`config.mk`:
```
export PLATFORM = sky130hd
export DESIGN_NAME = spmc_top
export DESIGN_NICKNAME = d
export VERILOG_FILES = /design/src/pkg/spmc_pkg.sv /design/src/hw/spmc_idle_timer.sv /design/src/hw/spmc_link_pulse.sv /design/src/hw/spmc_top.sv
export SDC_FILE = /design/constraint.sdc
export NUM_CORES = 1
export LEC_CHECK = 0
export ABC_AREA = 1
export BUFFER_PORTS_ARGS = -buffer_cell sky130_fd_sc_hd__clkbuf_2
export CAP_MARGIN = 30
export CORE_ASPECT_RATIO = 0.75
export CORE_MARGIN = 4
export CORE_UTILIZATION = 45
export CTS_BUF_LIST = sky130_fd_sc_hd__clkbuf_8
export CTS_CLUSTER_DIAMETER = 80
export DETAILED_ROUTE_END_ITERATION = 10
export GPL_ROUTABILITY_DRIVEN = 0
export GPL_TIMING_DRIVEN = 0
export PLACE_DENSITY = 0.7
export SETUP_SLACK_MARGIN = 0.5
export SLEW_MARGIN = 20
export SYNTH_ARGS = -nofsm -noshare
export SYNTH_HDL_FRONTEND = slang
export SYNTH_SLANG_ARGS = --single-unit
```
`constraint.sdc`:
```
create_clock -name mclk -period 2.9 [get_ports mclk]
set_clock_uncertainty 0.2 [all_clocks]
set_input_delay 0 -clock mclk [delete_from_list [all_inputs] [get_ports mclk]]
set_output_delay 0 -clock mclk [all_outputs]
set_load 0.005 [all_outputs]
```
`src/pkg/spmc_pkg.sv`:
```
package spmc_pkg;

	// clock and timing
	localparam int unsigned CLK_PERIOD_NS         = 10;
	localparam int unsigned LINK_PULSE_WIDTH_NS   = 120;
	localparam int unsigned LINK_PULSE_WIDTH_CYC  =
		(LINK_PULSE_WIDTH_NS + CLK_PERIOD_NS - 1) / CLK_PERIOD_NS;
	localparam int unsigned LINK_PULSE_PERIOD_S   = 1;
	localparam int unsigned LINK_PULSE_PERIOD_CYC =
		LINK_PULSE_PERIOD_S * 1_000_000_000 / CLK_PERIOD_NS;
	// one unit of the go-sleep threshold
	localparam int unsigned IDLE_TICK_US          = 1000;
	localparam int unsigned IDLE_TICK_CYC         = IDLE_TICK_US * 1000 / CLK_PERIOD_NS;

	localparam int unsigned NUM_PORTS = 2;
	localparam int unsigned ADDR_W    = 8;
	localparam int unsigned DATA_W    = 32;

	// register indices; byte address is four times the index
	localparam logic [7:0] IDX_PWR_MODE   = 8'h0E;
	localparam logic [7:0] IDX_SLEEP_TIME = 8'h0F;
	localparam logic [7:0] IDX_STATUS     = 8'h10;
	localparam logic [NUM_PORTS-1:0][7:0] IDX_PORT_CTRL13 = {8'h2D, 8'h1D};

	// field positions
	localparam int unsigned MODE_LSB       = 3;
	localparam int unsigned MODE_MSB       = 4;
	localparam int unsigned PORT_PD_BIT    = 3;
	localparam int unsigned PHY_PD_BIT     = 11;
	localparam int unsigned STAT_STATE_LSB = 0;
	localparam int unsigned STAT_STATE_MSB = 4;
	localparam int unsigned STAT_PD_LSB    = 5;
	localparam int unsigned STAT_PD_MSB    = 6;

	typedef enum logic [1:0] {
		MODE_NORMAL   = 2'h0,
		MODE_ENERGY   = 2'h1,
		MODE_SOFT_PD  = 2'h2,
		MODE_PWR_SAVE = 2'h3
	} spmc_mode_t;

	typedef enum logic [4:0] {
		ST_NORMAL   = 5'h01,
		ST_ED_AWAKE = 5'h02,
		ST_ED_SLEEP = 5'h04,
		ST_SOFT_PD  = 5'h08,
		ST_PWR_SAVE = 5'h10
	} spmc_state_t;

	typedef struct packed {
		logic pll_en;
		logic mac_en;
		logic host_en;
		logic phy_tx_en;
		logic phy_rx_en;
		logic edet_en;
	} spmc_pwr_t;

	typedef struct packed {
		logic energy;
		logic aneg_en;
	} spmc_line_t;

	// reset values
	localparam spmc_mode_t MODE_RST   = MODE_NORMAL;
	localparam logic [7:0] SLEEP_RST  = 8'h50;
	localparam logic [7:0] CTRL13_RST = 8'h00;
	localparam spmc_pwr_t  PWR_ALL_ON = 6'h3F;
	localparam spmc_pwr_t  PWR_ALL_OFF = 6'h00;

	function automatic logic addr_is(input logic [ADDR_W-1:0] a, input logic [7:0] idx);
		return a == {idx[5:0], 2'b00};
	endfunction : addr_is

endpackage : spmc_pkg

```
`src/hw/spmc_idle_timer.sv`:
```
`timescale 1ns/1ps
module spmc_idle_timer #(
	parameter int unsigned TICK_CYC = spmc_pkg::IDLE_TICK_CYC
) (
	input  wire logic       mclk,
	input  wire logic       nrst,
	input  wire logic       en,
	input  wire logic       energy,
	input  wire logic [7:0] thr,
	output logic            expired
);
	import spmc_pkg::*;

	logic [31:0] tick_cnt_r;
	logic [8:0]  idle_cnt_r;
	logic        tick;

	assign tick = (tick_cnt_r >= TICK_CYC - 1);

	always_ff @(posedge mclk) begin
		if (!nrst || !en || energy || tick) begin
			tick_cnt_r <= '0;
		end else begin
			tick_cnt_r <= tick_cnt_r + 32'h1;
		end
	end

	// ninth bit lets the count pass the largest threshold and then saturate
	always_ff @(posedge mclk) begin
		if (!nrst || !en || energy) begin
			idle_cnt_r <= '0;
		end else if (tick && idle_cnt_r != 9'h1FF) begin
			idle_cnt_r <= idle_cnt_r + 9'h001;
		end
	end

	assign expired = en && !energy && (idle_cnt_r > {1'b0, thr});
endmodule : spmc_idle_timer

```
`src/hw/spmc_link_pulse.sv`:
```
`timescale 1ns/1ps
module spmc_link_pulse #(
	parameter int unsigned PERIOD_CYC = spmc_pkg::LINK_PULSE_PERIOD_CYC
) (
	input  wire logic mclk,
	input  wire logic nrst,
	input  wire logic en,
	output logic      pulse
);
	import spmc_pkg::*;

	logic [31:0] cnt_r;
	logic        pulse_r;

	always_ff @(posedge mclk) begin
		if (!nrst || !en || cnt_r >= PERIOD_CYC - 1) begin
			cnt_r <= '0;
		end else begin
			cnt_r <= cnt_r + 32'h1;
		end
	end

	// pulse is cut short if the line wakes up mid-pulse
	always_ff @(posedge mclk) begin
		if (!nrst) begin
			pulse_r <= 1'b0;
		end else begin
			pulse_r <= en && (cnt_r < LINK_PULSE_WIDTH_CYC);
		end
	end

	assign pulse = pulse_r;
endmodule : spmc_link_pulse

```
`src/hw/spmc_top.sv`:
```
// Functional notes
// - The two-bit mode field picks normal, energy detect, soft power-down or power saving.
// - After reset the mode field is zero so the block starts in normal operation.
// - Normal mode runs the PLL clocks, powers PHY and MAC and opens the host interface.
// - Energy detect mode without cable energy sends 120 ns link pulses once per second.
// - Energy detect mode sleeps once no energy has been seen longer than the idle threshold.
// - The low power state turns off PLL, MAC, host interface and all PHY but energy detect.
// - Cable energy in the low power state brings the PHY back to its normal power state.
// - Mode code 10 stops all PLL clocks and turns off all PHYs and MACs.
// - Any host access in soft power-down wakes to normal mode and resets every register.
// - Power saving with auto-negotiation on and no cable keeps PLL, MAC, registers and host.
// - Power saving keeps the transmitter, drops the unused receiver, restores it on activity.
// - A PHY port is powered down when its control bit 3 or its PHY control bit 11 is set.
//
// Local design decisions: the address map and the Avalon-MM interface to the registers.
`timescale 1ns/1ps
module spmc_top #(
	parameter int unsigned LINK_PULSE_PERIOD_CYC = spmc_pkg::LINK_PULSE_PERIOD_CYC,
	parameter int unsigned IDLE_TICK_CYC         = spmc_pkg::IDLE_TICK_CYC
) (
	input  wire logic                                   mclk,
	input  wire logic                                   nrst,
	input  wire logic [spmc_pkg::ADDR_W-1:0]            avs_address,
	input  wire logic                                   avs_read,
	input  wire logic                                   avs_write,
	input  wire logic [spmc_pkg::DATA_W-1:0]            avs_writedata,
	input  wire logic [3:0]                             avs_byteenable,
	output logic      [spmc_pkg::DATA_W-1:0]            avs_readdata,
	output logic                                        avs_waitrequest,
	input  wire spmc_pkg::spmc_line_t                   line,
	input  wire logic [spmc_pkg::NUM_PORTS-1:0][15:0]   phy_ctrl0,
	output spmc_pkg::spmc_pwr_t                         pwr,
	output logic      [spmc_pkg::NUM_PORTS-1:0]         port_pd,
	output logic                                        link_pulse,
	output logic                                        int_reset
);
	import spmc_pkg::*;

	spmc_mode_t                    mode_r;
	logic [7:0]                    sleep_r;
	logic [NUM_PORTS-1:0][7:0]     ctrl13_r;
	spmc_state_t                   state_r;
	spmc_state_t                   state_nxt;
	spmc_pwr_t                     pwr_r;
	spmc_pwr_t                     pwr_nxt;
	logic [NUM_PORTS-1:0]          port_pd_r;
	logic                          wait_r;
	logic [DATA_W-1:0]             rdata_r;
	logic [DATA_W-1:0]             rd_val;
	logic                          int_reset_r;
	logic                          req;
	logic                          take;
	logic                          wr_lane0;
	logic                          wake;
	logic                          in_ed;
	logic                          idle_expired;

	// ---------------- bus slave ----------------
	// one wait cycle per access: the request is seen, then answered
	assign req      = avs_read | avs_write;
	assign take     = req & ~wait_r;
	assign wr_lane0 = take & avs_write & avs_byteenable[0];
	assign wake     = take & (state_r == ST_SOFT_PD);

	always_ff @(posedge mclk) begin
		if (!nrst) begin
			wait_r <= 1'b1;
		end else begin
			wait_r <= ~(req & wait_r);
		end
	end

	always_comb begin
		rd_val = '0;
		if (addr_is(avs_address, IDX_PWR_MODE)) begin
			rd_val[MODE_MSB:MODE_LSB] = mode_r;
		end
		if (addr_is(avs_address, IDX_SLEEP_TIME)) begin
			rd_val[7:0] = sleep_r;
		end
		if (addr_is(avs_address, IDX_STATUS)) begin
			rd_val[STAT_STATE_MSB:STAT_STATE_LSB] = state_r;
			rd_val[STAT_PD_MSB:STAT_PD_LSB]       = port_pd_r;
		end
		for (int p = 0; p < NUM_PORTS; p++) begin
			if (addr_is(avs_address, IDX_PORT_CTRL13[p])) begin
				rd_val[7:0] = ctrl13_r[p];
			end
		end
	end

	// a wake-up access is a dummy: it reads zero
	always_ff @(posedge mclk) begin
		if (!nrst) begin
			rdata_r <= '0;
		end else if (avs_read && wait_r) begin
			rdata_r <= (state_r == ST_SOFT_PD) ? '0 : rd_val;
		end
	end

	// ---------------- registers ----------------
	always_ff @(posedge mclk) begin
		if (!nrst || wake) begin
			mode_r <= MODE_RST;
		end else if (wr_lane0 && addr_is(avs_address, IDX_PWR_MODE)) begin
			mode_r <= spmc_mode_t'(avs_writedata[MODE_MSB:MODE_LSB]);
		end
	end

	always_ff @(posedge mclk) begin
		if (!nrst || wake) begin
			sleep_r <= SLEEP_RST;
		end else if (wr_lane0 && addr_is(avs_address, IDX_SLEEP_TIME)) begin
			sleep_r <= avs_writedata[7:0];
		end
	end

	always_ff @(posedge mclk) begin
		for (int p = 0; p < NUM_PORTS; p++) begin
			if (!nrst || wake) begin
				ctrl13_r[p] <= CTRL13_RST;
			end else if (wr_lane0 && addr_is(avs_address, IDX_PORT_CTRL13[p])) begin
				ctrl13_r[p] <= avs_writedata[7:0];
			end
		end
	end

	always_ff @(posedge mclk) begin
		if (!nrst) begin
			int_reset_r <= 1'b0;
		end else begin
			int_reset_r <= wake;
		end
	end

	// ---------------- power state ----------------
	always_comb begin
		state_nxt = state_r;
		unique case (mode_r)
			MODE_NORMAL: begin
				state_nxt = ST_NORMAL;
			end
			MODE_ENERGY: begin
				if (state_r == ST_ED_SLEEP) begin
					state_nxt = line.energy ? ST_ED_AWAKE : ST_ED_SLEEP;
				end else begin
					state_nxt = idle_expired ? ST_ED_SLEEP : ST_ED_AWAKE;
				end
			end
			MODE_SOFT_PD: begin
				state_nxt = ST_SOFT_PD;
			end
			MODE_PWR_SAVE: begin
				state_nxt = ST_PWR_SAVE;
			end
		endcase
		if (wake) begin
			state_nxt = ST_NORMAL;
		end
	end

	always_ff @(posedge mclk) begin
		if (!nrst) begin
			state_r <= ST_NORMAL;
		end else begin
			state_r <= state_nxt;
		end
	end

	always_comb begin
		pwr_nxt = PWR_ALL_ON;
		unique case (state_r)
			ST_NORMAL, ST_ED_AWAKE: begin
				pwr_nxt = PWR_ALL_ON;
			end
			ST_ED_SLEEP: begin
				pwr_nxt         = PWR_ALL_OFF;
				pwr_nxt.edet_en = 1'b1;
			end
			ST_SOFT_PD: begin
				pwr_nxt = PWR_ALL_OFF;
			end
			ST_PWR_SAVE: begin
				// receiver back on as soon as a cable or far-end activity shows up
				pwr_nxt.phy_rx_en = ~(line.aneg_en & ~line.energy);
			end
		endcase
	end

	always_ff @(posedge mclk) begin
		if (!nrst) begin
			pwr_r <= PWR_ALL_ON;
		end else begin
			pwr_r <= pwr_nxt;
		end
	end

	// PHY control bit 11 comes from the management block outside
	always_ff @(posedge mclk) begin
		for (int p = 0; p < NUM_PORTS; p++) begin
			if (!nrst) begin
				port_pd_r[p] <= 1'b0;
			end else begin
				port_pd_r[p] <= ctrl13_r[p][PORT_PD_BIT] | phy_ctrl0[p][PHY_PD_BIT];
			end
		end
	end

	// ---------------- energy detect helpers ----------------
	assign in_ed = (state_r == ST_ED_AWAKE) || (state_r == ST_ED_SLEEP);

	spmc_idle_timer #(
		.TICK_CYC (IDLE_TICK_CYC)
	) u_idle (
		.mclk    (mclk),
		.nrst    (nrst),
		.en      (state_r == ST_ED_AWAKE),
		.energy  (line.energy),
		.thr     (sleep_r),
		.expired (idle_expired)
	);

	spmc_link_pulse #(
		.PERIOD_CYC (LINK_PULSE_PERIOD_CYC)
	) u_pulse (
		.mclk  (mclk),
		.nrst  (nrst),
		.en    (in_ed && !line.energy),
		.pulse (link_pulse)
	);

	assign avs_waitrequest = wait_r;
	assign avs_readdata    = rdata_r;
	assign pwr             = pwr_r;
	assign port_pd         = port_pd_r;
	assign int_reset       = int_reset_r;
endmodule : spmc_top

```
Word level (Yosys, flattened, before mapping)
Index checks and enable logic that the tools add are counted.
- logic and storage cells: 92
- bits in latches: 0
- input port bits: 82
- output and inout bits: 43
- bits in read-only memories: 0
- register bits: 147
- bits in writable memories: 0
- memories kept: 0
- add/subtract/negate cells: 3
- $lt $le $gt $ge: 4
- reduce and logical (&&, ||, !) cells: 25
- muxes and demuxes: 13
- shift operators: 0
- div/mod/pow operators: 0
- eq/ne operators: 14
- bitwise gates (word level): 14
- $mul: 0
- operator list (operator ; count):
    32-bit by 1-bit adder with 32-bit output (second input constant) ; 2
    32-bit by 17-bit greater-or-equal comparator with 1-bit output (second input constant) ; 1
    32-bit by 27-bit greater-or-equal comparator with 1-bit output (second input constant) ; 1
    32-bit by 4-bit < comparator with 1-bit output (second input constant) ; 1
    8-bit 2-to-1 mux ; 4
    5-bit one-hot mux with 4 select lines ; 1
    8-bit by 6-bit == test with 1-bit output (second input constant) ; 2
    8-bit by 7-bit == test with 1-bit output (second input constant) ; 2
    1-bit logical AND ; 10
    9-bit by 1-bit adder with 9-bit output (second input constant) ; 1
    9-bit by 8-bit > comparator with 1-bit output ; 1
    3-bit 2-to-1 mux ; 3
    9-bit != test (second input constant) ; 1
    8-bit == test (second input constant) ; 1
    1-bit logical OR ; 7
    7-bit 2-to-1 mux ; 1
    1-bit AND ; 6
    2-bit OR reduction ; 3
    5-bit by 1-bit == test with 1-bit output (second input constant) ; 1
    5-bit by 2-bit == test with 1-bit output (second input constant) ; 1
    5-bit by 3-bit == test with 1-bit output (second input constant) ; 1
    5-bit by 4-bit == test with 1-bit output (second input constant) ; 1
    5-bit == test (second input constant) ; 1
    1-bit NOT ; 5
    other kinds (9) ; 15

Logic depth before layout (Yosys ltp)
- depth after elaboration: 7
- gate-level depth with buffers: 11
- depth with buffers taken out: 11

By module
A second synthesis with hierarchy kept.
- cells, all modules: 783
- area total of the unflattened synthesis: 5941.9 um^2
- modules (own cells, without submodules) (module ; cells an instance ; instances ; area an instance (um^2) ; seq. area each (um^2)):
    spmc_top ; 310 ; 1 ; 2337.2 ; 920.9
    spmc_idle_timer ; 233 ; 1 ; 1855.5 ; 820.8
    spmc_link_pulse ; 240 ; 1 ; 1749.2 ; 660.6

Worst setup path before layout
Ideal clock, no wire load.
- kind: register to register
- start: register u_idle.idle_cnt_r[1]
- end: register u_idle.idle_cnt_r[8]
- setup slack: 1076 ps
- buffers on the path: 0
- period minus slack after synthesis: 1824 ps
- arrival time: 1508 ps
- stages on the path, launching flop included: 10
- required time: 2584 ps
- setup time: 116 ps
- cell sequence: dfxtp_1 ha_1 nand4_1 nor3_1 ha_1 clkinv_1 nand2_2 inv_1 nor2_1 nor2_1
- longest elaborated chain between the ends: 2
- elaborated cells between the ends (all ways): 3
- those cells by class: 1 x add/sub; 1 x eq/ne; 1 x reduce/logical
- RTL lines (element ; line ; RTL):
    from (decl) ; spmc_idle_timer.sv:15 ; logic [8:0] idle_cnt_r;
    from (signal assigned) ; spmc_idle_timer.sv:33 ; idle_cnt_r <= idle_cnt_r + 9'h001;
    parallel branches: the longest is 2 deep, another holds 9-bit by 1-bit adder with 9-bit output ; -- ;
Several ways; the timed one is not identified.
A chain may end at the register's enable or synchronous reset.

Final worst setup path
- start: input port avs_address[7] (netlist bit)
- end: register rdata_r[4] (netlist: avs_readdata[4])
- longest elaborated chain between the ends: 7
- elaborated cells between the ends (all ways): 11
- those cells by class: 5 x eq/ne; 6 x mux
- RTL lines (element ; line ; RTL):
    from (decl) ; spmc_top.sv:23 ; input wire logic [spmc_pkg::ADDR_W-1:0] avs_address,
    8-bit by 6-bit == test with 1-bit output ; spmc_pkg.sv:72 ; return a == {idx[5:0], 2'b00};
    2-bit 2-to-1 mux ; spmc_top.sv:75 ; if (addr_is(avs_address, IDX_PWR_MODE)) begin
    8-bit 2-to-1 mux ; spmc_top.sv:78 ; if (addr_is(avs_address, IDX_SLEEP_TIME)) begin
    7-bit 2-to-1 mux ; spmc_top.sv:81 ; if (addr_is(avs_address, IDX_STATUS)) begin
    8-bit 2-to-1 mux ; spmc_top.sv:86 ; if (addr_is(avs_address, IDX_PORT_CTRL13[p])) begin
    8-bit 2-to-1 mux (*) ; spmc_top.sv:86 ;
    8-bit 2-to-1 mux (*) ; spmc_top.sv:97 ; rdata_r <= (state_r == ST_SOFT_PD) ? '0 : rd_val;
    to (signal assigned) ; spmc_top.sv:97 ;
    to (decl) ; spmc_top.sv:48 ; logic [DATA_W-1:0] rdata_r;
Every way passes the cells marked *; elsewhere a longest branch is shown, timed or not.

==> key figures <==
Global routing
  • First-pass GRT wire length: around 21000 um
  • Initial antenna violation count: 0
  • Met2 GRT Util: 25.1%
  • Met3 GRT Util: 5.51%
  • Vias in the first global route: 4567
  • GRT Overall Usage: a little under a fifth
  • Pin count of the biggest net entering global routing: 17
  • GR peak layer: met1
  • Routing usage on met1: a little over a quarter
  • Grt total ovfl: 0

Clocking
  • Post-CTS Setup Inserts: 0
  • CTS Buffer Depth: 2
  • Clk root buf: clkbuf_8
  • Inserted Clock Buffers: 17
  • Clock sink count: 120
  • H-tree depth: 4
  • CTS clk-pin slew, worst paths: about 0.070 ns
  • Worst-Skew Late Latency: 0.42 ns
  • CTS tree: done

Critical path
  • CP cell instances: dlygate4sd3_1 -> clkbuf_2 -> inv_1 -> nand2_1 -> nor3_1 -> dlygate4sd3_1 -> nand3_1 -> o211ai_1 -> o21bai_1 -> a21oi_1
  • Crit. End Element: flop
  • R2R Setup Slk: approximately 0.7 ns
  • CP max stage delay: 0.67 ns
  • Crit Path Class: in2reg
  • Setup crit start kind: input pin
  • CP top delay family: buffers and inverters
  • Critical-path maximum fanout: 5
  • CP required: 3.05 ns
  • WP buf/inv: 4
  • Slowest stage cell, crit path: dlygate4sd3_1
  • Worst endpoint data arrival time: between 2 and 2.5 ns
  • Worst path most repeated cell: dlygate4sd3_1

Final layout
  • Finished Cell Area: 6850 um^2
  • Layout Utilization: 57.7%
  • Area grow syn2layout: 22.7%
  • Diode count: 0
  • Final nets: 946
  • Area of the multi-input gates: 2740 um^2
  • Filler Cells Inserted: 1117
  • FF+latch area: 2400 um^2
  • Layout cell share with drive strength beyond 1: approximately 18%

Synthesis
  • Post-synth cell types: 43
  • Yosys top cell area share: 43.0%
  • Synth area leaders: dfxtp_1 (43%), nand2_1 (7.1%), inv_1 (6.3%)
  • Mapped Cells: approximately 720
  • Seq/Total Area, Yosys: between 40% and 50%
  • Asr flop ratio synth: 0%
  • #FFs+latches synth: 120
  • Netlist Area Pre-Place: 5590 um^2
  • Main synth FF type: dfxtp_1
  • Area leader, netlist: dfxtp_1
  • Most numerous cell in the Yosys netlist: dfxtp_1
  • Ys Warns: 0
  • Syn avg cell area: 7.80 um^2
  • Post-synth top cells: dfxtp_1 (120), nand2_1 (105), inv_1 (94)
  • EDFF count, synth: 0

Pwr
  • Part of the power in registers: 52.4%
  • P_leak: roughly 2.8 nW
  • P_sw: around 0.69 mW
  • Logic pwr share: 4.6%
  • PnR Total Power: around 3.2 mW
  • PD cells: between 400 and 500 nW/um^2
  • Clock power share: 43.0%
  • Sw frac: 21.6%
  • Maximum VDD drop: 262 uV
  • Internal Power: roughly 2.5 mW

Worst hold path
  • Type of the most critical hold path: in2reg

Detailed routing
  • DR pass1 iterations: 5
  • Per-cell routed wire length: 12.5 um
  • Drt via density: between 4 and 5
  • Via count: between 4000 and 5000
  • Iter 0 DRT Violations: 366
  • DRC viols: 0
  • Final ANT Viol Nets: 0
  • Drt total wl: 12800 um

Floorplanning
  • Die area: 14300 um^2
  • Core region area: 11900 um^2
  • Chip height: around 100 um
  • Top Ports: between 100 and 150
  • Initial core utilization: a little under half
  • Cell row count: 34
  • Die X: 137 um

Timing
  • Slew @ Worst Pin: 0.676 ns
  • Worst slew margin: a little over half
  • Setup violations, final: 0
  • Setup ws final: 0.617 ns
  • Max-slew violation total from the final report: 0
  • RSZ-0062 raised after global routing: no
  • Max Clock Freq: ~0.44 GHz
  • Period utilization: 78.7%
  • Fin. Hold Viols: 0
  • Tmin final: 2.28 ns
  • Setup TNS: 0 ns

Placed design
  • Post-Place Cell Area: 6160 um^2
  • Port Buffer Count: 43
  • DP HPWL: 9070 um
  • Post-Place Setup Slack: approximately 0.76 ns

Run
  • Max Cap Viol: 0

Outcome
  • Status: complete, no violations
## worst reg2reg max path, cell delays in order (launching register included)
cell and delay [ns]:
dfxtp_1 0.32, inv_1 0.15, nand2_1 0.11, nor3_4 0.30, a31oi_4 0.22, inv_2 0.14, a21oi_1 0.04, dlygate4sd3_1 0.55
o21ai_0 0.07
## layout by cell type, fill, tap and decap left out, drive strengths merged
| cell type | instances |
|---|---|
| a2111oi | 1 |
| nand3 | 42 |
| o31ai | 1 |
| nor3 | 33 |
| nor2 | 89 |
| clkbuf | 68 |
| xor2 | 13 |
| a31oi | 1 |
| nor4 | 11 |
| xnor2 | 7 |
| o21ai | 44 |
| o21bai | 9 |
| nor3b | 2 |
| nand3b | 1 |
| buf | 34 |
| a31o | 1 |
| conb | 44 |
| clkinv | 5 |
| inv | 96 |
| a21oi | 54 |
| dlygate4sd3 | 30 |
| bufinv | 1 |
| nand4 | 17 |
| ha | 12 |
| or3 | 1 |
| a211oi | 5 |
| nand2 | 112 |
| or2 | 1 |
| o211ai | 1 |
| o22ai | 2 |
| dlymetal6s4s | 1 |
| a21o | 1 |
| dfxtp | 120 |
## power by group through the flow
stage	registers (mW)	clock network [mW]	logic (mW)
4_1_cts	1.67	1.40	0.136
2_1_floorplan	1.71	0	0.0695
6_report	1.67	1.37	0.145
3_5_place_dp	1.71	0	0.107
3_3_place_gp	1.71	0	0.107
5_1_grt	1.67	1.48	0.161
## per-stage QoR
step           hold slack (ns)  instances
2_1_floorplan           -0.124        759
3_3_place_gp           0.00523        964
3_5_place_dp           0.00972        964
4_1_cts                 0.0258       1022
5_1_grt                 0.0774       1022
6_report                0.0782       1022
## what timing repair did
item | CTS | global route
hold endpoints to repair | 60 | 0
resized for setup | 0 | 5
hold buffers | 31 | 0
setup endpoints to repair | 0 | 8
## sequential cells by signal, indices dropped and copies added (netlist names)
name and count:
avs_waitrequest 1, sleep_r 8, mode_r 2, pwr 3
u_idle.tick_cnt_r 32, u_idle.idle_cnt_r 9, u_pulse.pulse 1, avs_readdata 8
port_pd 2, u_pulse.cnt_r 32, state_r 5, ctrl13_r 16
int_reset 1
## worst paths after layout
kind | start | depth (start not counted) | to
worst max-delay path | avs_address[7] | 10 | avs_readdata[4]
worst min-delay path | avs_address[6] | 5 | sleep_r[4]
worst max register to register | state_r[2] | 8 | sleep_r[6]
worst min register to register | ctrl13_r[14] | 2 | ctrl13_r[14]
## logic make-up after synthesis
family,count (synthesis),synth area share [%]
adders and majority gates,12,2.69
other,1,0.0671
buffers and inverters,134,11.2
AOI/OAI and AO/OA,120,12.2
xor gates and xnor gates,20,3.14
and+or+nand+nor,309,27.7
DFF,120,43.0
## cell type report
| cell class | instances | area share [%] |
|---|---|---|
| buffer | 37 | 3.83 |
| clock buffer | 22 | 4.42 |
| clock inverter | 5 | 0.712 |
| inverter | 97 | 5.31 |
| multi-input combinational | 505 | 40.0 |
| sequential | 120 | 35.1 |
| tap | 162 | 2.96 |
| timing repair buffer | 74 | 7.71 |
## metal layers
layer	routed length [um]	up-vias
met5	0	-
met4	238	0
met3	996	28
met2	5020	168
met1	6500	2163
li1	-	2545
(Power assumes the default switching activity.)
